[src/cfp_pkg.sv]
package cfp_pkg;

    // ----------------------------------------
    // register map
    // ----------------------------------------
    localparam int         ADDR_W         = 4;
    localparam int         DATA_W         = 16;
    localparam logic [3:0] REG_CTRL       = 4'h0;
    localparam logic [3:0] REG_STATUS     = 4'h1;
    localparam logic [3:0] REG_MASK       = 4'h2;
    localparam logic [3:0] REG_DIAG       = 4'h3;

    // ctrl fields
    localparam int         CTRL_MODE_LSB  = 0;
    localparam int         CTRL_SUP_SEL   = 2;
    localparam int         CTRL_TX_RESUME = 3;

    // status / mask bit positions
    localparam int         EV_BUS_FAULT   = 0;
    localparam int         EV_OVERTEMP    = 1;
    localparam int         EV_RXD_CLAMP   = 2;
    localparam int         EV_UNDERVOLT   = 3;
    localparam int         EV_W           = 4;

    // diag fields
    localparam int         DIAG_FAULT_LSB = 0;
    localparam int         DIAG_THERM_BLK = 6;
    localparam int         DIAG_CLAMP     = 7;
    localparam int         DIAG_UV        = 8;
    localparam int         DIAG_TX_EN     = 9;
    localparam int         DIAG_OT_LIVE   = 10;

    localparam int         FAULT_W        = 6;

    // ----------------------------------------
    // reset values
    // ----------------------------------------
    localparam logic [EV_W-1:0]   MASK_RST   = 4'h0;
    localparam logic [DATA_W-1:0] RDATA_RST  = 16'h0000;
    localparam logic              SUP_RST    = 1'b0;

    // ----------------------------------------
    // timing
    // ----------------------------------------
    localparam int CLK_PERIOD_NS     = 40;
    // longer than one stuffed frame at the slowest supported bit rate
    localparam int RXD_CLAMP_TIME_US = 1000;
    localparam int RXD_CLAMP_CYC     = (RXD_CLAMP_TIME_US * 1000) / CLK_PERIOD_NS;
    localparam int CLAMP_CNT_W       = 16;

    // ----------------------------------------
    // types
    // ----------------------------------------
    typedef enum logic [1:0] {
        CFP_MODE_OFF,
        CFP_MODE_WAKE,
        CFP_MODE_NORMAL,
        CFP_MODE_RX_ONLY
    } cfp_mode_type;

    // analog front end to logic
    typedef struct packed {
        logic               rxd_cmp;    // receiver comparator, 0 = dominant
        logic               rxd_pad;    // sensed level of the host rxd pin
        logic               bus_dom;    // bus seen dominant
        logic               overtemp;   // driver stage above shutdown temp
        logic [FAULT_W-1:0] short_det;  // h:gnd,bat,vcc  l:gnd,bat,vcc
    } cfp_ana_in_type;

    // logic to analog front end
    typedef struct packed {
        logic drv_txd;   // 0 = drive dominant
        logic drv_en;
        logic split_en;
    } cfp_ana_out_type;

    typedef struct packed {
        logic [1:0]        mode;
        logic              sup_sel;
        logic [EV_W-1:0]   status;
        logic [EV_W-1:0]   mask;
        logic [DATA_W-1:0] rdata;
        logic              rxd;
        logic              drv_txd;
        logic              drv_en;
        logic              split_en;
        logic              int_n;
    } cfp_core_state_type;

endpackage

[src/cfp_can_fault_prot.sv]
// The placing of the registers and strobed register access were chosen for this implementation.
`timescale 1ns/1ns
// Contract
// - Overtemperature of the driver stage switches transmission to the bus off.
// - Overtemperature leaves the programmed mode untouched and the driver returns without a host command once cool.
// - After cooling, transmission stays blocked until a dominant-to-recessive edge on the transmit input.
// - A receive pin held recessive during bus traffic is diagnosed and keeps the transmitter off.
// - After such a clamp the transmitter returns only on a host resume command.
// - Supply undervoltage is taken from the auxiliary regulator monitors, not detected locally.
// - A detected bus failure sets the bus-fault flag and raises an interrupt unless masked.
// - Bus failures are either bus line shorted to ground, battery or logic supply.
// - A bus failure changes no mode, only flag and interrupt.
// - The split output is on in normal and receive-only modes and off in wake-capable and off.
// - Every transceiver failure is visible in the diagnostic information the host reads.
// - The interrupt output goes low to signal an unmasked failure event.
module cfp_can_fault_prot
#(
    parameter int CLAMP_CYCLES = cfp_pkg::RXD_CLAMP_CYC,
    parameter int CLAMP_CNT_W  = cfp_pkg::CLAMP_CNT_W
)
(
    input  wire logic                          ref_clk_i,
    input  wire logic                          sys_rst_i,
    input  wire logic                          clk_en_i,
    // register port
    input  wire logic [cfp_pkg::ADDR_W-1:0]    reg_addr_i,
    input  wire logic [cfp_pkg::DATA_W-1:0]    reg_wdata_i,
    input  wire logic                          reg_wr_i,
    input  wire logic                          reg_rd_i,
    output logic      [cfp_pkg::DATA_W-1:0]    reg_rdata_o,
    // host side
    input  wire logic                          txd_i,
    output logic                               rxd_o,
    output logic                               int_n_o,
    // supply monitors
    input  wire logic                          aux_supply_two_uv_i,
    input  wire logic                          aux_supply_three_uv_i,
    // analog front end
    input  wire cfp_pkg::cfp_ana_in_type       ana_i,
    output cfp_pkg::cfp_ana_out_type           ana_o,
    output cfp_pkg::cfp_mode_type              mode_o
);

    // ----------------------------------------
    // helpers
    // ----------------------------------------
    function automatic logic reg_hit(input logic [cfp_pkg::ADDR_W-1:0] addr,
                                     input logic [cfp_pkg::ADDR_W-1:0] idx);
        reg_hit = (addr == idx);
    endfunction

    function automatic logic split_on(input logic [1:0] mode);
        split_on = (mode == cfp_pkg::CFP_MODE_NORMAL) || (mode == cfp_pkg::CFP_MODE_RX_ONLY);
    endfunction

    // ----------------------------------------
    // state
    // ----------------------------------------
    cfp_pkg::cfp_core_state_type st_r;
    cfp_pkg::cfp_core_state_type st_nxt;

    logic                          therm_block;
    logic                          rxd_clamped;
    logic                          resume_cmd;
    logic                          supply_uv;
    logic                          any_fault;
    logic                          tx_enable;
    logic [cfp_pkg::DATA_W-1:0]    diag_word;
    logic                          wr_ctrl;
    logic                          wr_status;
    logic                          wr_mask;
    logic [cfp_pkg::EV_W-1:0]      ev_level;

    // ----------------------------------------
    // protection units
    // ----------------------------------------
    assign wr_ctrl    = reg_wr_i && reg_hit(reg_addr_i, cfp_pkg::REG_CTRL);
    assign wr_status  = reg_wr_i && reg_hit(reg_addr_i, cfp_pkg::REG_STATUS);
    assign wr_mask    = reg_wr_i && reg_hit(reg_addr_i, cfp_pkg::REG_MASK);
    assign resume_cmd = wr_ctrl && reg_wdata_i[cfp_pkg::CTRL_TX_RESUME];

    cfp_thermal_gate u_thermal
    (
        .ref_clk_i  (ref_clk_i),
        .sys_rst_i  (sys_rst_i),
        .clk_en_i   (clk_en_i),
        .overtemp_i (ana_i.overtemp),
        .txd_i      (txd_i),
        .tx_block_o (therm_block)
    );

    cfp_rxd_clamp_det
    #(
        .CNT_W (CLAMP_CNT_W),
        .LIMIT (CLAMP_CYCLES)
    )
    u_clamp
    (
        .ref_clk_i (ref_clk_i),
        .sys_rst_i (sys_rst_i),
        .clk_en_i  (clk_en_i),
        .rxd_pad_i (ana_i.rxd_pad),
        .bus_dom_i (ana_i.bus_dom),
        .resume_i  (resume_cmd),
        .clamped_o (rxd_clamped)
    );

    // ----------------------------------------
    // supply and fault condition
    // ----------------------------------------
    // no local detector: the monitor of whichever regulator feeds the cell
    assign supply_uv = st_r.sup_sel ? aux_supply_three_uv_i : aux_supply_two_uv_i;
    assign any_fault = |ana_i.short_det;

    // thermal and clamp gate the driver only; mode register is never touched
    assign tx_enable = (st_r.mode == cfp_pkg::CFP_MODE_NORMAL)
                       && !therm_block
                       && !rxd_clamped;

    always_comb
    begin
        ev_level                          = '0;
        ev_level[cfp_pkg::EV_BUS_FAULT]   = any_fault;
        ev_level[cfp_pkg::EV_OVERTEMP]    = ana_i.overtemp;
        ev_level[cfp_pkg::EV_RXD_CLAMP]   = rxd_clamped;
        ev_level[cfp_pkg::EV_UNDERVOLT]   = supply_uv;
    end

    // live view of every failure source for the host
    always_comb
    begin
        diag_word                                                        = '0;
        diag_word[cfp_pkg::DIAG_FAULT_LSB +: cfp_pkg::FAULT_W]           = ana_i.short_det;
        diag_word[cfp_pkg::DIAG_THERM_BLK]                               = therm_block;
        diag_word[cfp_pkg::DIAG_CLAMP]                                   = rxd_clamped;
        diag_word[cfp_pkg::DIAG_UV]                                      = supply_uv;
        diag_word[cfp_pkg::DIAG_TX_EN]                                   = tx_enable;
        diag_word[cfp_pkg::DIAG_OT_LIVE]                                 = ana_i.overtemp;
    end

    // ----------------------------------------
    // next state
    // ----------------------------------------
    always_comb
    begin
        st_nxt = st_r;

        // mode only ever changes by host write, never by a fault
        if (wr_ctrl)
        begin
            st_nxt.mode    = reg_wdata_i[cfp_pkg::CTRL_MODE_LSB +: 2];
            st_nxt.sup_sel = reg_wdata_i[cfp_pkg::CTRL_SUP_SEL];
        end

        if (wr_mask)
        begin
            st_nxt.mask = reg_wdata_i[cfp_pkg::EV_W-1:0];
        end

        // write-one-to-clear, a live event in the same cycle wins
        if (wr_status)
        begin
            st_nxt.status = st_r.status & ~reg_wdata_i[cfp_pkg::EV_W-1:0];
        end
        st_nxt.status = st_nxt.status | ev_level;

        // read data valid only in the cycle after the strobe
        st_nxt.rdata = '0;
        if (reg_rd_i)
        begin
            unique case (1'b1)
                reg_hit(reg_addr_i, cfp_pkg::REG_CTRL):
                begin
                    st_nxt.rdata[cfp_pkg::CTRL_MODE_LSB +: 2] = st_r.mode;
                    st_nxt.rdata[cfp_pkg::CTRL_SUP_SEL]       = st_r.sup_sel;
                end
                reg_hit(reg_addr_i, cfp_pkg::REG_STATUS):
                begin
                    st_nxt.rdata[cfp_pkg::EV_W-1:0] = st_r.status;
                end
                reg_hit(reg_addr_i, cfp_pkg::REG_MASK):
                begin
                    st_nxt.rdata[cfp_pkg::EV_W-1:0] = st_r.mask;
                end
                reg_hit(reg_addr_i, cfp_pkg::REG_DIAG):
                begin
                    st_nxt.rdata = diag_word;
                end
                default:
                begin
                    st_nxt.rdata = cfp_pkg::RDATA_RST;
                end
            endcase
        end

        st_nxt.rxd      = ana_i.rxd_cmp;
        // recessive whenever the driver is not allowed to send
        st_nxt.drv_txd  = tx_enable ? txd_i : 1'b1;
        st_nxt.drv_en   = tx_enable;
        st_nxt.split_en = split_on(st_nxt.mode);
        st_nxt.int_n    = ~|(st_nxt.status & ~st_nxt.mask);
    end

    // ----------------------------------------
    // state register
    // ----------------------------------------
    always_ff @(posedge ref_clk_i or posedge sys_rst_i)
    begin
        if (sys_rst_i)
        begin
            st_r.mode     <= cfp_pkg::CFP_MODE_OFF;
            st_r.sup_sel  <= cfp_pkg::SUP_RST;
            st_r.status   <= '0;
            st_r.mask     <= cfp_pkg::MASK_RST;
            st_r.rdata    <= cfp_pkg::RDATA_RST;
            st_r.rxd      <= 1'b1;
            st_r.drv_txd  <= 1'b1;
            st_r.drv_en   <= 1'b0;
            st_r.split_en <= 1'b0;
            st_r.int_n    <= 1'b1;
        end
        else if (clk_en_i)
        begin
            st_r <= st_nxt;
        end
    end

    // ----------------------------------------
    // outputs
    // ----------------------------------------
    assign reg_rdata_o    = st_r.rdata;
    assign rxd_o          = st_r.rxd;
    assign int_n_o        = st_r.int_n;
    assign ana_o.drv_txd  = st_r.drv_txd;
    assign ana_o.drv_en   = st_r.drv_en;
    assign ana_o.split_en = st_r.split_en;
    assign mode_o         = cfp_pkg::cfp_mode_type'(st_r.mode);

endmodule

[src/cfp_thermal_gate.sv]
`timescale 1ns/1ns
module cfp_thermal_gate
(
    input  wire logic ref_clk_i,
    input  wire logic sys_rst_i,
    input  wire logic clk_en_i,
    input  wire logic overtemp_i,
    input  wire logic txd_i,
    output logic      tx_block_o
);

    typedef struct packed {
        logic blocked;
        logic txd_q;
    } cfp_therm_state_type;

    cfp_therm_state_type st_r;
    cfp_therm_state_type st_nxt;

    always_comb
    begin
        st_nxt       = st_r;
        st_nxt.txd_q = txd_i;
        if (overtemp_i)
        begin
            st_nxt.blocked = 1'b1;
        end
        else if (st_r.blocked && !st_r.txd_q && txd_i)
        begin
            // release only on dominant->recessive so no bit is cut short
            st_nxt.blocked = 1'b0;
        end
    end

    always_ff @(posedge ref_clk_i or posedge sys_rst_i)
    begin
        if (sys_rst_i)
        begin
            st_r <= '{blocked: 1'b0, txd_q: 1'b1};
        end
        else if (clk_en_i)
        begin
            st_r <= st_nxt;
        end
    end

    assign tx_block_o = st_r.blocked;

endmodule

[src/cfp_rxd_clamp_det.sv]
`timescale 1ns/1ns
module cfp_rxd_clamp_det
#(
    parameter int CNT_W  = cfp_pkg::CLAMP_CNT_W,
    parameter int LIMIT  = cfp_pkg::RXD_CLAMP_CYC
)
(
    input  wire logic ref_clk_i,
    input  wire logic sys_rst_i,
    input  wire logic clk_en_i,
    input  wire logic rxd_pad_i,
    input  wire logic bus_dom_i,
    input  wire logic resume_i,
    output logic      clamped_o
);

    localparam logic [CNT_W-1:0] LIMIT_C = CNT_W'(LIMIT);
    localparam logic [CNT_W-1:0] ONE_C   = CNT_W'(1);

    typedef struct packed {
        logic [CNT_W-1:0] cnt;
        logic             latched;
    } cfp_clamp_state_type;

    cfp_clamp_state_type st_r;
    cfp_clamp_state_type st_nxt;

    always_comb
    begin
        st_nxt = st_r;
        if (!rxd_pad_i)
        begin
            st_nxt.cnt = '0;
        end
        else if (bus_dom_i && (st_r.cnt < LIMIT_C))
        begin
            st_nxt.cnt = st_r.cnt + ONE_C;
        end
        if (st_nxt.cnt >= LIMIT_C)
        begin
            st_nxt.latched = 1'b1;
        end
        else if (resume_i)
        begin
            // a resume while the pad is still stuck is ignored
            st_nxt.latched = 1'b0;
        end
    end

    always_ff @(posedge ref_clk_i or posedge sys_rst_i)
    begin
        if (sys_rst_i)
        begin
            st_r <= '{cnt: '0, latched: 1'b0};
        end
        else if (clk_en_i)
        begin
            st_r <= st_nxt;
        end
    end

    assign clamped_o = st_r.latched;

endmodule

[config.mk]
export PLATFORM = sky130hd
export DESIGN_NAME = cfp_can_fault_prot
export DESIGN_NICKNAME = d
export VERILOG_FILES = /design/src/cfp_pkg.sv /design/src/cfp_can_fault_prot.sv /design/src/cfp_thermal_gate.sv /design/src/cfp_rxd_clamp_det.sv
export SDC_FILE = /design/constraint.sdc
export NUM_CORES = 1
export LEC_CHECK = 0
export ABC_CLOCK_PERIOD_IN_PS = 5600
export BUFFER_PORTS_ARGS = -buffer_cell sky130_fd_sc_hd__buf_2
export CORE_ASPECT_RATIO = 1.75
export CORE_MARGIN = 2
export CORE_UTILIZATION = 58
export DETAILED_ROUTE_END_ITERATION = 6
export PLACE_DENSITY = 0.95
export SKIP_LAST_GASP = 1
export SYNTH_ARGS = -nofsm -noshare
export SYNTH_HDL_FRONTEND = slang
export SYNTH_SLANG_ARGS = --single-unit
export TNS_END_PERCENT = 10
[constraint.sdc]
create_clock -name ref_clk_i -period 5.6 [get_ports ref_clk_i]
set_clock_uncertainty 0.15 [all_clocks]
set_input_delay 0.28 -clock ref_clk_i [delete_from_list [all_inputs] [get_ports ref_clk_i]]
set_output_delay 0.28 -clock ref_clk_i [all_outputs]
set_load 0.03 [all_outputs]
-- Word-level counts from Yosys, hierarchy flattened
Cells that the tools add are included.
Widths: inputs -> output; s select.
- input port bits: 38
- bits in registers: 51
- word-level logic and storage cells: 65
- muxes and demuxes: 15
- order comparisons: 2
- bitwise operators: 5
- equal/unequal tests: 6
- reduce and logical (&&, ||, !) cells: 22
- $add $sub $neg: 1
- operators with widths (kind ; number):
    $mux 16 ; 2
    $add 16x1->16 const B ; 1
    $ge 16x15->1 const B ; 1
    $lt 16x15->1 const B ; 1
    $pmux 3 s4 ; 1
    $mux 11 ; 1
    $logic_and 1x1->1 ; 9
    $and 4x4->4 ; 2
    $eq 4x2->1 const B ; 2
    $mux 4 ; 2
    $not 4->4 ; 2
    $mux 7 ; 1
    $eq 2x2->1 const B ; 3
    $mux 1 ; 6
    $reduce_and 2->1 ; 3
    $reduce_or 6->1 ; 1
    $eq 4x1->1 const B ; 1
    $logic_not 1->1 ; 4
    $logic_not 4->1 ; 1
    $or 4x4->4 ; 1
    $reduce_bool 2->1 ; 2
    $reduce_or 4->1 ; 1
    $mux 3 ; 1
    $pmux 1 s3 ; 1
    $logic_or 1x1->1 ; 1

-- Depth between registers and ports, before layout
Gate-level depths: netlist (run 1).
- word-level depth: 7
- mapped depth: 9
- mapped depth without buffers: 8

-- Hierarchy
Synthesis (run 1) repeated with hierarchy kept, for this count alone.
- cell total of the unflattened synthesis: 301
- area total of the unflattened synthesis: 2859.0 sq um
- by module, submodules not included (module ; times used ; cells each ; area an instance (sq um)):
    cfp_can_fault_prot ; 1 ; 149 ; 1496.4
    cfp_rxd_clamp_det ; 1 ; 146 ; 1276.2
    cfp_thermal_gate ; 1 ; 6 ; 86.3

-- Worst setup path after synthesis (run 1)
OpenSTA, ideal clock, no wires.
- path type: reg-to-reg
- start point: reg u_clamp.st_r[1] in the netlist's numbering
- end point: reg u_clamp.st_r, in the netlist u_clamp.clamped_o
- clock period less this slack: 2.167 ns
- path slack: 3.433 ns
- path buffers: 0
- arrival: 1.950 ns
- setup time: 0.067 ns
- stages on the path, launching flop included: 9
- path through: dfrtp_1 > ha_1 > nand3_1 > nor3b_1 > a21oi_1 > or3_1 > a211o_1 > a31oi_1 > o221a_1
- cells in the longest elaborated chain, start to end: 7
- ends and longest elaborated chain (element ; RTL line ; text):
    from (decl) ; cfp_rxd_clamp_det.sv:25 ; cfp_clamp_state_type st_r;
    from (signal assigned) ; cfp_rxd_clamp_det.sv:54 ; st_r <= '{cnt: '0, latched: 1'b0};
    from (signal assigned) ; cfp_rxd_clamp_det.sv:58 ; st_r <= st_nxt;
    $lt 16x15->1 ; cfp_rxd_clamp_det.sv:35 ; else if (bus_dom_i && (st_r.cnt < LIMIT_C))
    $logic_and 1x1->1 ; cfp_rxd_clamp_det.sv:35 ;
    $mux 16 * ; cfp_rxd_clamp_det.sv:35 ;
    $mux 16 * ; cfp_rxd_clamp_det.sv:31 ; if (!rxd_pad_i)
    $ge 16x15->1 * ; cfp_rxd_clamp_det.sv:39 ; if (st_nxt.cnt >= LIMIT_C)
    $reduce_bool 2->1 (no source line) ; -- ;
    $reduce_and 2->1 (no source line) ; -- ;
Mark *: on every way between the ends. The rest lies on a longest branch, timed or not.
A chain may end at the register's enable or synchronous reset.

-- Worst setup path in the final report (run 1)
- start point: reg u_clamp.st_r[5] in the netlist's numbering
- end point: reg u_clamp.st_r, in the netlist u_clamp.clamped_o
Same word-level chain as after synthesis.

==> results of run 1 <==
through the flow:
step / worst slack (ns) / instance area (µm²) / total power, mW / cells / util [%]
floorplan: 3.433 / 2656 / 0.4502 / 289 / -
global placement: 3.031 / 2710 / 0.4704 / 348 / 61.53
detailed placement: 2.932 / 2710 / 0.4756 / 348 / 61.53
CTS: 2.909 / 2803 / 0.6684 / 357 / 63.64
global route: 2.523 / 2803 / 0.6937 / 357 / 63.64
finish: 2.788 / 2803 / 0.6655 / 357 / 63.64
report_power, final:
group          internal, mW  leakage (nW)  switching, mW
clock                0.0866        0.0450          0.109
combinational        0.0408         0.647         0.0680
sequential            0.344         0.585         0.0172
total                 0.472          1.28          0.194
layout by cell type, fill, tap and decap left out, types with 6 or more instances in the layout:
| cell | Yosys | final |
|---|---|---|
| sky130_fd_sc_hd__nand2_1 | 45 | 45 |
| sky130_fd_sc_hd__buf_2 | 3 | 43 |
| sky130_fd_sc_hd__dfrtp_1 | 41 | 41 |
| sky130_fd_sc_hd__o21ai_0 | 19 | 19 |
| sky130_fd_sc_hd__nor2_1 | 15 | 15 |
| sky130_fd_sc_hd__mux2_2 | 12 | 12 |
| sky130_fd_sc_hd__nand3_1 | 12 | 12 |
| sky130_fd_sc_hd__o2bb2ai_1 | 11 | 11 |
| sky130_fd_sc_hd__a21oi_1 | 11 | 11 |
| sky130_fd_sc_hd__inv_1 | 10 | 9 |
| sky130_fd_sc_hd__a31oi_1 | 6 | 6 |
| sky130_fd_sc_hd__o31ai_1 | 6 | 6 |
cell usage after synthesis (3+ instances only):
| library cell | instances |
|---|---|
| sky130_fd_sc_hd__nor2b_1 | 3 |
| sky130_fd_sc_hd__and2_1 | 3 |
| sky130_fd_sc_hd__nand4_1 | 3 |
| sky130_fd_sc_hd__dfrtp_1 | 41 |
| sky130_fd_sc_hd__buf_4 | 23 |
| sky130_fd_sc_hd__nor3b_1 | 3 |
| sky130_fd_sc_hd__nor2_1 | 15 |
| sky130_fd_sc_hd__o2bb2ai_1 | 11 |
| sky130_fd_sc_hd__o21ai_0 | 19 |
| sky130_fd_sc_hd__nor3_1 | 4 |
| sky130_fd_sc_hd__dfstp_2 | 4 |
| sky130_fd_sc_hd__mux4_2 | 3 |
| sky130_fd_sc_hd__clkbuf_1 | 9 |
| sky130_fd_sc_hd__nand3b_1 | 3 |
| sky130_fd_sc_hd__nand2_1 | 45 |
| sky130_fd_sc_hd__nand3_1 | 12 |
| sky130_fd_sc_hd__buf_2 | 3 |
| sky130_fd_sc_hd__mux2_2 | 12 |
| sky130_fd_sc_hd__a31oi_1 | 6 |
| sky130_fd_sc_hd__o31ai_1 | 6 |
| sky130_fd_sc_hd__inv_1 | 10 |
| sky130_fd_sc_hd__a21oi_1 | 11 |
layout make-up:
type	count	area, µm²	area share [%]
Tap cell	51	63.81	2.277
Clock buffer	6	72.57	2.589
Inverter	10	37.54	1.339
Sequential cell	45	1131	40.36
Multi-Input combinational cell	198	1255	44.78
Timing Repair Buffer	45	232.7	8.304
Clock inverter	2	10.01	0.3571
state kept, by name, summed over array words and instances, names as in the netlist, named ones only:
name                  flops
u_clamp.st_r             16
reg_rdata_o              11
st_r                      9
ana_o                     2
int_n_o                   1
rxd_o                     1
u_clamp.clamped_o         1
u_thermal.st_r            1
u_thermal.tx_block_o      1
worst register-to-register path: stages, from the launching register on:
cell and delay (ns):
sky130_fd_sc_hd__dfrtp_1 0.52, sky130_fd_sc_hd__o21a_1 0.18, sky130_fd_sc_hd__o21ai_1 0.07, sky130_fd_sc_hd__a31oi_1 0.83, sky130_fd_sc_hd__o21ai_0 0.24, sky130_fd_sc_hd__a211o_1 0.33
sky130_fd_sc_hd__a31oi_1 0.22, sky130_fd_sc_hd__o221a_1 0.22
metal layers:
layer / vias up / part of all wire (%) / routed length, µm
met2: 101 / 53 / 3228
li1: 1030 / - / -
met1: 1074 / 36 / 2181
met5: - / 0 / 0
met3: 38 / 5.1 / 310
met4: 0 / 6.5 / 396
cell families after synthesis:
| kind of cell | Yosys count | share of synthesized area [%] |
|---|---|---|
| AO/OA/AOI/OAI | 69 | 17.62 |
| flip-flops | 45 | 42.82 |
| AND/OR/NAND/NOR | 104 | 19.61 |
| XOR/XNOR | 2 | 0.6633 |
| other | 1 | 0.1420 |
| multiplexers | 17 | 8.432 |
| buffers and inverters | 46 | 10.23 |
| adder cells (fa/ha/maj) | 1 | 0.4736 |
worst paths after layout:
kind                                      to  slack [ns]  cells after the start
max                        u_clamp.clamped_o        2.79                      7
min                                    rxd_o        0.06                      2
max reg2reg                u_clamp.clamped_o        2.79                      7
min reg2reg                  reg_rdata_o[10]        0.34                      1
max in group asynchronous              rxd_o        4.40                      4
min in group asynchronous    reg_rdata_o[10]        0.50                      4
==> results, run 1 <==
- The signal on the critical path passes through o21a_1 > o21ai_1 > a31oi_1 > o21ai_0 > a211o_1 > a31oi_1 > o221a_1.
- The synthesis-to-layout area growth is 6.111%.
- The synthesized area divided by synthesized cell count is about 9.3 µm².
- The total core area is 4404 µm².
- The warning count from the yosys run is 0.
- The root buffer cell is sky130_fd_sc_hd__clkbuf_8.
- Among all flip-flop cells after synthesis, the most frequent one is sky130_fd_sc_hd__dfrtp_1.
- CTS built an H-tree with a depth of 2.
- The clock input transition at the sequential cells of the worst setup and hold paths is 0.08 ns.
- The post-synthesis sequential area ratio is 42.82%.
- STA classifies the critical path endpoint as a register.
- The synthesized netlist occupies a cell area of 2641 µm².
- Row generation in the floorplan step produced 32 rows.
- The detailed router's first-iteration violation count is 88.
- The per-cell via count in the routed design is 6.283.
- Summing over every cut layer, the via total after detailed routing is roughly 2200.
- In this run the critical register-to-register path is launched from u_clamp.st_r[5].
- The initial antenna violation count was 0.
- The maximum vdd drop is 0.0001860 V.
- The cell type of the slowest stage on the worst timing path is sky130_fd_sc_hd__a31oi_1.
- At the pin with the least slew margin, the transition time is around 1.2 ns.
- The post-route setup TNS is 0 ns.
- The height of the chip is 93.27 µm.
- For the finished layout, the period the worst path requires is 2.812 ns.
- The number of sinks driven by the clock tree is 45.
- In this run, synthesis produced a sequential element count of 45.
- The number of flops mapped to enable cells by yosys is 0.
- Setup repair after global routing left no endpoint under its margin.
- The relative slew slack is a little under a quarter.
- The clock latency on the worst-skew pair is 0.30 ns.
- The final count of hold timing violations was 0.
- The run finished with clean final reports.
- Detailed placement finished with a half-perimeter wire length of ~4.4 mm.
- In this run the remaining antenna-violating nets after routing total 0.
- The max-cap check violation count is 0.
- The worst-case hold slack is 0.06447 ns.
- The family with the most delay on the worst path is compound AO/OA/AOI/OAI gates.
- The final layout contains 344 nets.
- 0 antenna diodes ended up in the layout.
- The cell count after synthesis is 285.
- The worst setup path category is register to register.
- For this run, asynchronously set or reset flops after synthesis account for 100.0%.
- The total I/O pin count is 61.
- For this run, the detailed router's first-pass iteration total came to 4.
- The post-CTS setup-driven buffer insertion count is 0.
- In the finished design, the share of the clock period the worst path needs comes to 50.21%.
- Sorting the synthesized cells by area gives the leading types as sky130_fd_sc_hd__dfrtp_1 39%, sky130_fd_sc_hd__buf_4 6.5%, sky130_fd_sc_hd__nand2_1 6.4%.
- The critical path starts at u_clamp.st_r[5].
- The worst endpoint data arrival time is 2.90 ns.
- The largest stage delay on the critical path is between 0.8 and 0.9 ns.
- Of the cells placed in the final design, the portion with a size suffix greater than 1 is 24.84%.
- Setup violations remaining at the end of the flow were counted as 0.
- Summed over all layers, the global routing overflow is 0.
- The most numerous cell type found on the critical path is sky130_fd_sc_hd__a31oi_1.
- The class of the tightest hold or removal check is primary input to register.
- Buffers inserted to repair hold after CTS numbered 1.
- The routing usage on met3 is 4.633%.
- The count of buffers inserted at the top-level ports is 43.
- The met1 track utilization from global routing is roughly 28%.
- The maximum fanout count along the critical path is 14.
- The synthesized design spends more area on one cell type than any other, namely sky130_fd_sc_hd__dfrtp_1.
- The starting density of the core is 59.97%.
- The total clock buffers created by CTS is 5.
- The floorplan step set the die width to between 50 and 60 µm.
- The global-route wire length before repair is 10.03 mm.
- The number of max-slew violations in the final report came to 0.
- The pin count of the biggest net entering global routing is 46.
- The filler cells instantiated in the layout total 377.
- The placer's final routability congestion estimate is 0.9630.
- The count of unresolved DRC violations after routing is 0.
- The portion of synthesized cell area occupied by the leading cell type is roughly two fifths.
- The highest clock frequency the design can meet is 355.6 MHz.
- The overall die area is 5131 µm².
- Synthesis instantiated 51 different standard cells from the library.
- Wires add up to 6.116 mm.
- The overall routing resource usage is 26.76%.
- The power per cell area is between 200 and 250 nW/µm².
- Once the clock tree was built, the resizer swapped 0 gates to a different size.
- The startpoint identified for the worst hold timing path is ana_i[9].
- The CTS tree is yes.
- Counting both buffers and inverters, the worst setup path holds a total of 0.
- The met2 routing resource usage after global routing is about 45%.
- The layer with the highest usage is met2.
- The via count of the first global-routing pass came to 2245.
- The data required time at the worst endpoint is 5.69 ns.
- The startpoint type of the worst setup path is a register.
- The buffer depth of the longest clock path is 2.
- Summed over all cells, the static leakage comes to 1.277 nW.
- After detailed routing, the average wire length per cell comes to 17.13 µm.
No activity file was read; power rests on OpenSTA's default activity.
==> run 2, diff against run 1 <==
--- a/config.mk
+++ b/config.mk
@@ -5,13 +5,13 @@
 export SDC_FILE = /design/constraint.sdc
 export NUM_CORES = 1
 export LEC_CHECK = 0
-export ABC_CLOCK_PERIOD_IN_PS = 5600
+export ABC_CLOCK_PERIOD_IN_PS = 2500
 export BUFFER_PORTS_ARGS = -buffer_cell sky130_fd_sc_hd__buf_2
 export CORE_ASPECT_RATIO = 1.75
 export CORE_MARGIN = 2
-export CORE_UTILIZATION = 58
+export CORE_UTILIZATION = 49
 export DETAILED_ROUTE_END_ITERATION = 6
-export PLACE_DENSITY = 0.95
+export PLACE_DENSITY = 0.89
 export SKIP_LAST_GASP = 1
 export SYNTH_ARGS = -nofsm -noshare
 export SYNTH_HDL_FRONTEND = slang
==> constraint.sdc (replaced) <==
create_clock -name ref_clk_i -period 2.5 [get_ports ref_clk_i]
set_clock_uncertainty 0.15 [all_clocks]
set_input_delay 0.125 -clock ref_clk_i [delete_from_list [all_inputs] [get_ports ref_clk_i]]
set_output_delay 0.125 -clock ref_clk_i [all_outputs]
set_load 0.03 [all_outputs]
==> run 2 against run 1 <==
Compared with the run above: the run now ends with design-rule violations left; die area up 17%; global-route usage down 5.7 points; sequential cell count unchanged; register-to-register slack worse by 2.6 ns; via count up 1.4%; critical endpoint unchanged; sequential share of layout area down 2.9 points; cell area up 7.8%; count of clock-buffer cells in the layout down 1; first-iteration DRC count up 78%; cell count up 7.6%; utilization down 6.2 points; total power up 130%.
==> results, run 2 (synthesized netlist as in run 1, its figures left out) <==
- The level count of the clock H-tree was 2 (unchanged).
- The overall routing resource usage is 21.09% (-5.7 points).
- In this run the critical register-to-register path is launched from u_clamp.st_r[11].
- The total core area is 5255 µm² (+19%).
- The per-cell via count in the routed design is 5.922 (-5.7%).
- The setup slack of the most critical reg-to-reg path is 0.17 ns (-2.62 ns).
- The starting density of the core came to 50.26% (-9.7 points).
- The total grt overflow was 0 (unchanged).
- The share of power burned in combinational logic is 16.9% (+0.6 points).
- The largest register by flop count is u_clamp.st_r.
- The height of the chip is 101.1 µm (+8.4%).
- The net switching power of the design is 452.6 µW (+130%).
- The share of total power in the clock network is 30.3% (+1.0 points).
- The total clock buffers created by CTS is 5 (unchanged).
- The standard-cell row count was 35 (+9.4%).
- The final setup violation count was 0 (unchanged).
- The worst setup slack after layout is 0.1683 ns (-2.620 ns).
- The depth of the worst register-to-register path is 6 (-1).
- The x dimension of the die is 59.50 µm (+8.2%).
- The total via count after detailed routing is 2274 (+1.4%).
- The endpoint of the lowest-slack register-to-register path is u_clamp.clamped_o.
- Setup repair after global routing left no endpoint under its margin.
- The number of stages on the worst hold path is 5 (+3).
- The pin count of the biggest net entering global routing was 24 (-48%).
- The time the worst path needs with I/O delays and setup was 2.332 ns (-0.4802 ns).
- The final core utilization is 57.48% (-6.2 points).
- The maximum fanout count along the critical path is 10 (-4).
- The pin slew with the least headroom to its limit is 0.5519 ns (-0.6005 ns).
- The count of buffers inserted at the top-level ports was 43 (unchanged).
- The final cycle utilization of the critical path was 93.27% (+43 points).
- The HPWL after detailed placement was 4.638 mm (+5.4%).
- The detailed router's first-iteration violation count was 157 (+78%).
- The overall die area came to 6017 µm² (+17%).
- The switching share of total power is 29.54% (+0.44 points).
- The via count of the first global-routing pass came to 2263 (+0.80%).
- The clock latency on the worst-skew pair is 0.30 ns (about the same).
- The min-delay analysis places its worst path in the category primary input to register.
- The total of fill cells in the finished design is 456 (+21%).
- The number of nets with antenna violations after detailed routing is 0 (unchanged).
- The tree is rooted in a sky130_fd_sc_hd__clkbuf_8.
- The maximum vdd drop is 0.0002934 V (+58%).
- The path with the worst hold slack has its endpoint at st_r[25].
- The final count of hold timing violations came to 0 (unchanged).
- The data required time at the worst endpoint is 2.59 ns (-3.10 ns).
- The post-route setup TNS is 0 ns (unchanged).
- The global-route wire length before repair is 9.867 mm (-1.6%).
- The first-pass iteration count of the detailed router is 7 (+3).
- The share of final-layout standard cells stronger than drive strength 1 is 27.96% (+3.1 points).
- The placer's final routability congestion estimate was 0.9470 (-1.7%).
- The library cells used most frequently in the layout, excluding fill and tap cells, are 45 x sky130_fd_sc_hd__nand2_1, 43 x sky130_fd_sc_hd__buf_2, 41 x sky130_fd_sc_hd__dfrtp_1.
- The launch instance of the worst min-delay path is ana_i[0].
- The startpoint type of the worst setup path is a register.
- The relative slew slack is 62.98% (+40 points).
- The initial antenna violation count was 0 (unchanged).
- The total number of nets in the final design is 367 (+6.7%).
- The cell-internal power is 1.079 mW (+130%).
- The leakage component of the power was 1.385 nW (+8.5%).
- The synthesis-to-layout area growth is 14.35%.
- The final routed wirelength across all metal layers is 6.214 mm (+1.6%).
- The final reports fail on design-rule violations.
- The buffer depth of the longest clock path is 2 (unchanged).
- The worst endpoint data arrival time is 2.43 ns (-0.47 ns).
- The number of antenna repair diodes is 0 (unchanged).
- The total I/O pin count is 61 (unchanged).
- The clock input transition at the sequential cells of the worst setup and hold paths came to 0.10 ns (+0.02 ns).
- The count of unresolved DRC violations after routing is 1 (+1).
- The flow ran to the end, but the final reports show violations.
- The CTS tree is yes.
- The average wire per cell in the routed design came to 16.18 µm (-5.5%).
- The placement-stage worst setup slack is 0.1520 ns (-2.780 ns).
- The power per cell area is 507.2 nW/µm² (+110%).
- The capturing element type of the critical path is a register.
- The max-cap check violation count is 0 (unchanged).
- The highest clock frequency the design can meet is 428.9 MHz (+21%).
- The sequential share of power was 52.8% (-1.5 points).
- The number of flip-flops under the largest register name is 16 (unchanged).
- The number of max-slew violations in the final report is 0 (unchanged).
- The critical path is of the register to register type.
- Leaving out fill and tap cells, the most frequent cell in the layout is sky130_fd_sc_hd__nand2_1.
- The number of sinks driven by the clock tree is 45 (unchanged).
run 2: cell type report:
type / instances / area, µm² / share of cell area [%]
Sequential cell: 45 / 1131 / 37.45
Clock buffer: 5 / 68.82 / 2.278
Tap cell: 55 / 68.82 / 2.278
Timing Repair Buffer: 68 / 427.9 / 14.17
Multi-Input combinational cell: 198 / 1261 / 41.76
Clock inverter: 3 / 25.02 / 0.8285
Inverter: 10 / 37.54 / 1.243
run 2: layer usage:
metal  up-vias  global-route usage (%)  wire length (µm)
li1       1073                       -                 -
met1      1081                   22.30              2319
met2        90                   36.94              3168
met3        30                   3.851               306
met4         0                   13.50               420
met5         -                       0                 0
run 2: worst max-delay path by stage:
stage	cells past startpoint	startpoint	slack, ns	to
global route	8	u_clamp.st_r[2]	0.04	u_clamp.clamped_o
CTS	6	u_clamp.st_r[11]	0.12	u_clamp.clamped_o
global placement	6	u_clamp.st_r[11]	0.22	u_clamp.clamped_o
floorplan	8	u_clamp.st_r[1]	0.33	u_clamp.clamped_o
finish	6	u_clamp.st_r[11]	0.17	u_clamp.clamped_o
detailed placement	6	u_clamp.st_r[11]	0.15	u_clamp.clamped_o
run 2: per-stage QoR:
stage | power [mW] | instances | instance area (µm²) | hold slack [ns]
after floorplan | 1.009 | 289 | 2656 | 0.08044
after global placement | 1.060 | 366 | 2820 | -0.02257
after detailed placement | 1.069 | 366 | 2820 | -0.01950
after CTS | 1.541 | 383 | 3004 | 0.02328
after global routing | 1.605 | 384 | 3020 | 0.06101
final | 1.532 | 384 | 3020 | 0.04113
run 2: what timing repair did:
item                                    in CTS  in global routing
hold buffers                                 9                  1
endpoints found under the setup margin       0                  1
buffers inserted                             0                  0
gates resized for setup                      0                  1
endpoints found under the hold margin       27                  1
run 2: power groups by stage:
stage                     clock (mW)  combinational, mW  sequential, mW
after floorplan                    0              0.193           0.815
after detailed placement           0              0.246           0.822
after global placement             0              0.240           0.820
after global routing           0.508              0.283           0.814
final                          0.464              0.259           0.809
after CTS                      0.475              0.258           0.808
run 2: worst max-delay path, cell delays in order, from the launching register on:
cell and delay (ns):
sky130_fd_sc_hd__dfrtp_1 0.40, sky130_fd_sc_hd__nor3_1 0.32, sky130_fd_sc_hd__a31oi_2 0.28, sky130_fd_sc_hd__or4_4 0.63
sky130_fd_sc_hd__xor2_1 0.17, sky130_fd_sc_hd__o211ai_2 0.15, sky130_fd_sc_hd__o221a_1 0.19
==> run 3, diff against run 2 <==
--- a/config.mk
+++ b/config.mk
@@ -8,7 +8,7 @@
 export ABC_CLOCK_PERIOD_IN_PS = 2500
 export BUFFER_PORTS_ARGS = -buffer_cell sky130_fd_sc_hd__buf_2
 export CORE_ASPECT_RATIO = 1.75
-export CORE_MARGIN = 2
+export CORE_MARGIN = 4
 export CORE_UTILIZATION = 49
 export DETAILED_ROUTE_END_ITERATION = 6
 export PLACE_DENSITY = 0.89
==> run 3 against run 2 <==
Compared with the run above: the run now ends clean; routed wire length is 2.5% higher; hold slack worse by 0.030 ns; die area is 11% higher; highest routed layer unchanged; register-to-register slack got worse by 0.05 ns; sequential power about the same.
==> results, run 3 (synthesized netlist as in run 1, its figures left out) <==
- The area occupied by registers came to 1131 µm² (unchanged).
- The cell area after layout was 3005 µm² (-0.50%).
- The maximum vdd drop is 0.0002270 V (-23%).
- The total via count after detailed routing is 2285 (+0.48%).
- The startpoint type of the worst setup path is a register.
- On the critical path, the stage with the largest delay is an instance of sky130_fd_sc_hd__dfrtp_1.
- The number of antenna repair diodes is 0 (unchanged).
- The overall die area came to 6675 µm² (+11%).
- The final routed wirelength across all metal layers came to 6.367 mm (+2.5%).
- The per-cell via count in the routed design is 5.982 (+1.0%).
- u_clamp.st_r holds more flip-flops than any other register.
- The largest stage delay on the critical path is 0.42 ns (-0.21 ns).
- The total clock buffers created by CTS is 5 (unchanged).
- The worst endpoint data arrival time is 2.47 ns (+0.04 ns).
- The HPWL after detailed placement is 4.729 mm (+2.0%).
- The starting density of the core came to 50.26% (unchanged).
- The global-route wire length before repair was 10.61 mm (+7.5%).
- The average wire per cell in the routed design is 16.67 µm (+3.0%).
- The count of buffers inserted at the top-level ports came to 43 (unchanged).
- The clock input transition at the sequential cells of the worst setup and hold paths is 0.09 ns (about the same).
- The worst setup path is captured at a register.
- TritonCTS built the clock tree.
- The total number of nets in the final design is 365 (-0.54%).
- The time the worst path needs with I/O delays and setup is 2.384 ns (+0.05225 ns).
- The count of unresolved DRC violations after routing is 0 (-1).
- The met1 track utilization from global routing was 20.77% (-1.5 points).
- The synthesis-to-layout area growth is 13.78%.
- The clock latency on the worst-skew pair is 0.29 ns (about the same).
- The final core utilization came to 57.19% (-0.29 points).
- The total power after layout was 1.539 mW (+0.48%).
- The maximum fanout count along the critical path is 4 (-6).
- The placer's final routability congestion estimate is 0.8811 (-7.0%).
- The number of max-slew violations in the final report is 0 (unchanged).
- The root buffer cell is sky130_fd_sc_hd__clkbuf_8.
- The worst setup path category is register to register.
- The pin count of the biggest net entering global routing is 22 (-8.3%).
- The share of final-layout standard cells stronger than drive strength 1 was 27.83% (-0.13 points).
- The combined area of the multi-input logic cells is 1261 µm² (unchanged).
- The level count of the clock H-tree was 2 (unchanged).
- The layer with the highest usage is met2.
- The standard-cell row count is 35 (unchanged).
- Walking the worst path, the cells encountered are ha_1 > nand3_1 > nor3b_1 > a21oi_1 > or3_1 > a211o_1 > a31oi_1 > o221a_1.
- The relative slew slack is 51.61% (-11 points).
- The final count of hold timing violations came to 0 (unchanged).
- The final setup violation count was 0 (unchanged).
- The max-cap check violation count is 0 (unchanged).
- In the layout the commonest cells are 45 x sky130_fd_sc_hd__nand2_1, 43 x sky130_fd_sc_hd__buf_2, 41 x sky130_fd_sc_hd__dfrtp_1.
- The data required time at the worst endpoint is 2.58 ns (about the same).
- The total I/O pin count is 61 (unchanged).
- The first-pass iteration count of the detailed router was 4 (-3).
- The overall routing resource usage is 19.91% (-1.2 points).
- The initial antenna violation count came to 0 (unchanged).
- The leakage component of the power is 1.383 nW (-0.18%).
- The pin slew with the least headroom to its limit is 0.7213 ns (+0.1695 ns).
- The via count of the first global-routing pass is 2309 (+2.0%).
- The number of sinks driven by the clock tree came to 45 (unchanged).
- The highest clock frequency the design can meet came to 419.5 MHz (-2.2%).
- The final cycle utilization of the critical path was 95.36% (+2.1 points).
- The power per cell area is 512.2 nW/µm² (+0.98%).
- The x dimension of the die is 63.50 µm (+6.7%).
- The run finished with clean final reports.
- The met2 routing resource usage after global routing is 36.05% (-0.89 points).
- The total grt overflow is 0 (unchanged).
- The routing usage on met3 is 3.011% (-0.84 points).
- The number of flip-flops under the largest register name came to 16 (unchanged).
- The total of fill cells in the finished design is 434 (-4.8%).
- The number of nets with antenna violations after detailed routing is 0 (unchanged).
- The placement-stage cell area is 2813 µm² (-0.27%).
- The total core area was 5255 µm² (unchanged).
- The buffer depth of the longest clock path is 2 (unchanged).
- The detailed router's first-iteration violation count is 241 (+54%).
- The class of the tightest hold or removal check is primary input to register.
- The height of the chip came to 105.1 µm (+4.0%).
- The commonest non-fill, non-tap cell in the layout is sky130_fd_sc_hd__nand2_1.
-- run 3: cell types whose count changed in the layout (fill, tap and decap cells not counted) --
cell | before | now
sky130_fd_sc_hd__clkinvlp_4 | 1 | 0
sky130_fd_sc_hd__dlygate4sd3_1 | 10 | 9
sky130_fd_sc_hd__clkbuf_8 | 5 | 6
sky130_fd_sc_hd__clkinv_2 | 0 | 1
sky130_fd_sc_hd__inv_6 | 1 | 0
sky130_fd_sc_hd__buf_4 | 15 | 14
-- run 3: path summary, 6_finish.rpt --
| path | startpoint | endpoint | slack (ns) | cells after the start |
|---|---|---|---|---|
| setup / recovery | u_clamp.st_r[1] | u_clamp.clamped_o | 0.12 | 8 |
| min in group asynchronous | sys_rst_i | reg_rdata_o[10] | 0.26 | 3 |
| hold reg to reg | reg_rdata_o[9] | reg_rdata_o[9] | 0.34 | 1 |
| hold / removal | ana_i[6] | u_thermal.tx_block_o | 0.01 | 3 |
| setup reg to reg | u_clamp.st_r[1] | u_clamp.clamped_o | 0.12 | 8 |
| max in group asynchronous | sys_rst_i | int_n_o | 1.27 | 4 |
-- run 3: through the flow --
step                setup slack (ns)  hold slack (ns)  setup TNS [ns]  std cells
CTS                           0.1390          0.01479               0        382
detailed placement            0.1732          0.04017               0        365
floorplan                     0.3326          0.08044               0        289
global placement              0.2017          0.03467               0        365
finish                        0.1160          0.01081               0        382
global route                -0.02760          0.01136        -0.02760        382
-- run 3: per-layer routing --
layer / part of all wire (%) / vias to the layer above
met1: 35 / 1098
met2: 54 / 87
met3: 5.0 / 28
met4: 5.5 / 0
li1: - / 1072
met5: 0 / -
-- run 3: cell type report --
| cell class | instances | area share, % |
|---|---|---|
| sequential | 45 | 37.64 |
| clock inverter | 2 | 0.4580 |
| inverter | 10 | 1.249 |
| tap | 55 | 2.290 |
| multi-input combinational | 198 | 41.97 |
| clock buffer | 6 | 2.748 |
| timing repair buffer | 66 | 13.66 |
-- run 3: worst max-delay path, delay by kind of cell, from the launching register on --
family	cells	cell delay (ns)
AOI/OAI and AO/OA	4	0.76
adders and majority gates	1	0.24
and+or+nand+nor	3	0.76
DFF	1	0.42
-- run 3: timing repair --
item	CTS	global route
endpoints found under the hold margin	31	0
gates resized for setup	0	1
setup endpoints to repair	0	1
hold buffers	9	0
buffers inserted	0	0
-- run 3: report_power, final --
group          internal [mW]  switching, mW  leakage (nW)
Combinational          0.104          0.154         0.747
Sequential             0.771         0.0376         0.585
Clock                  0.224          0.248        0.0512
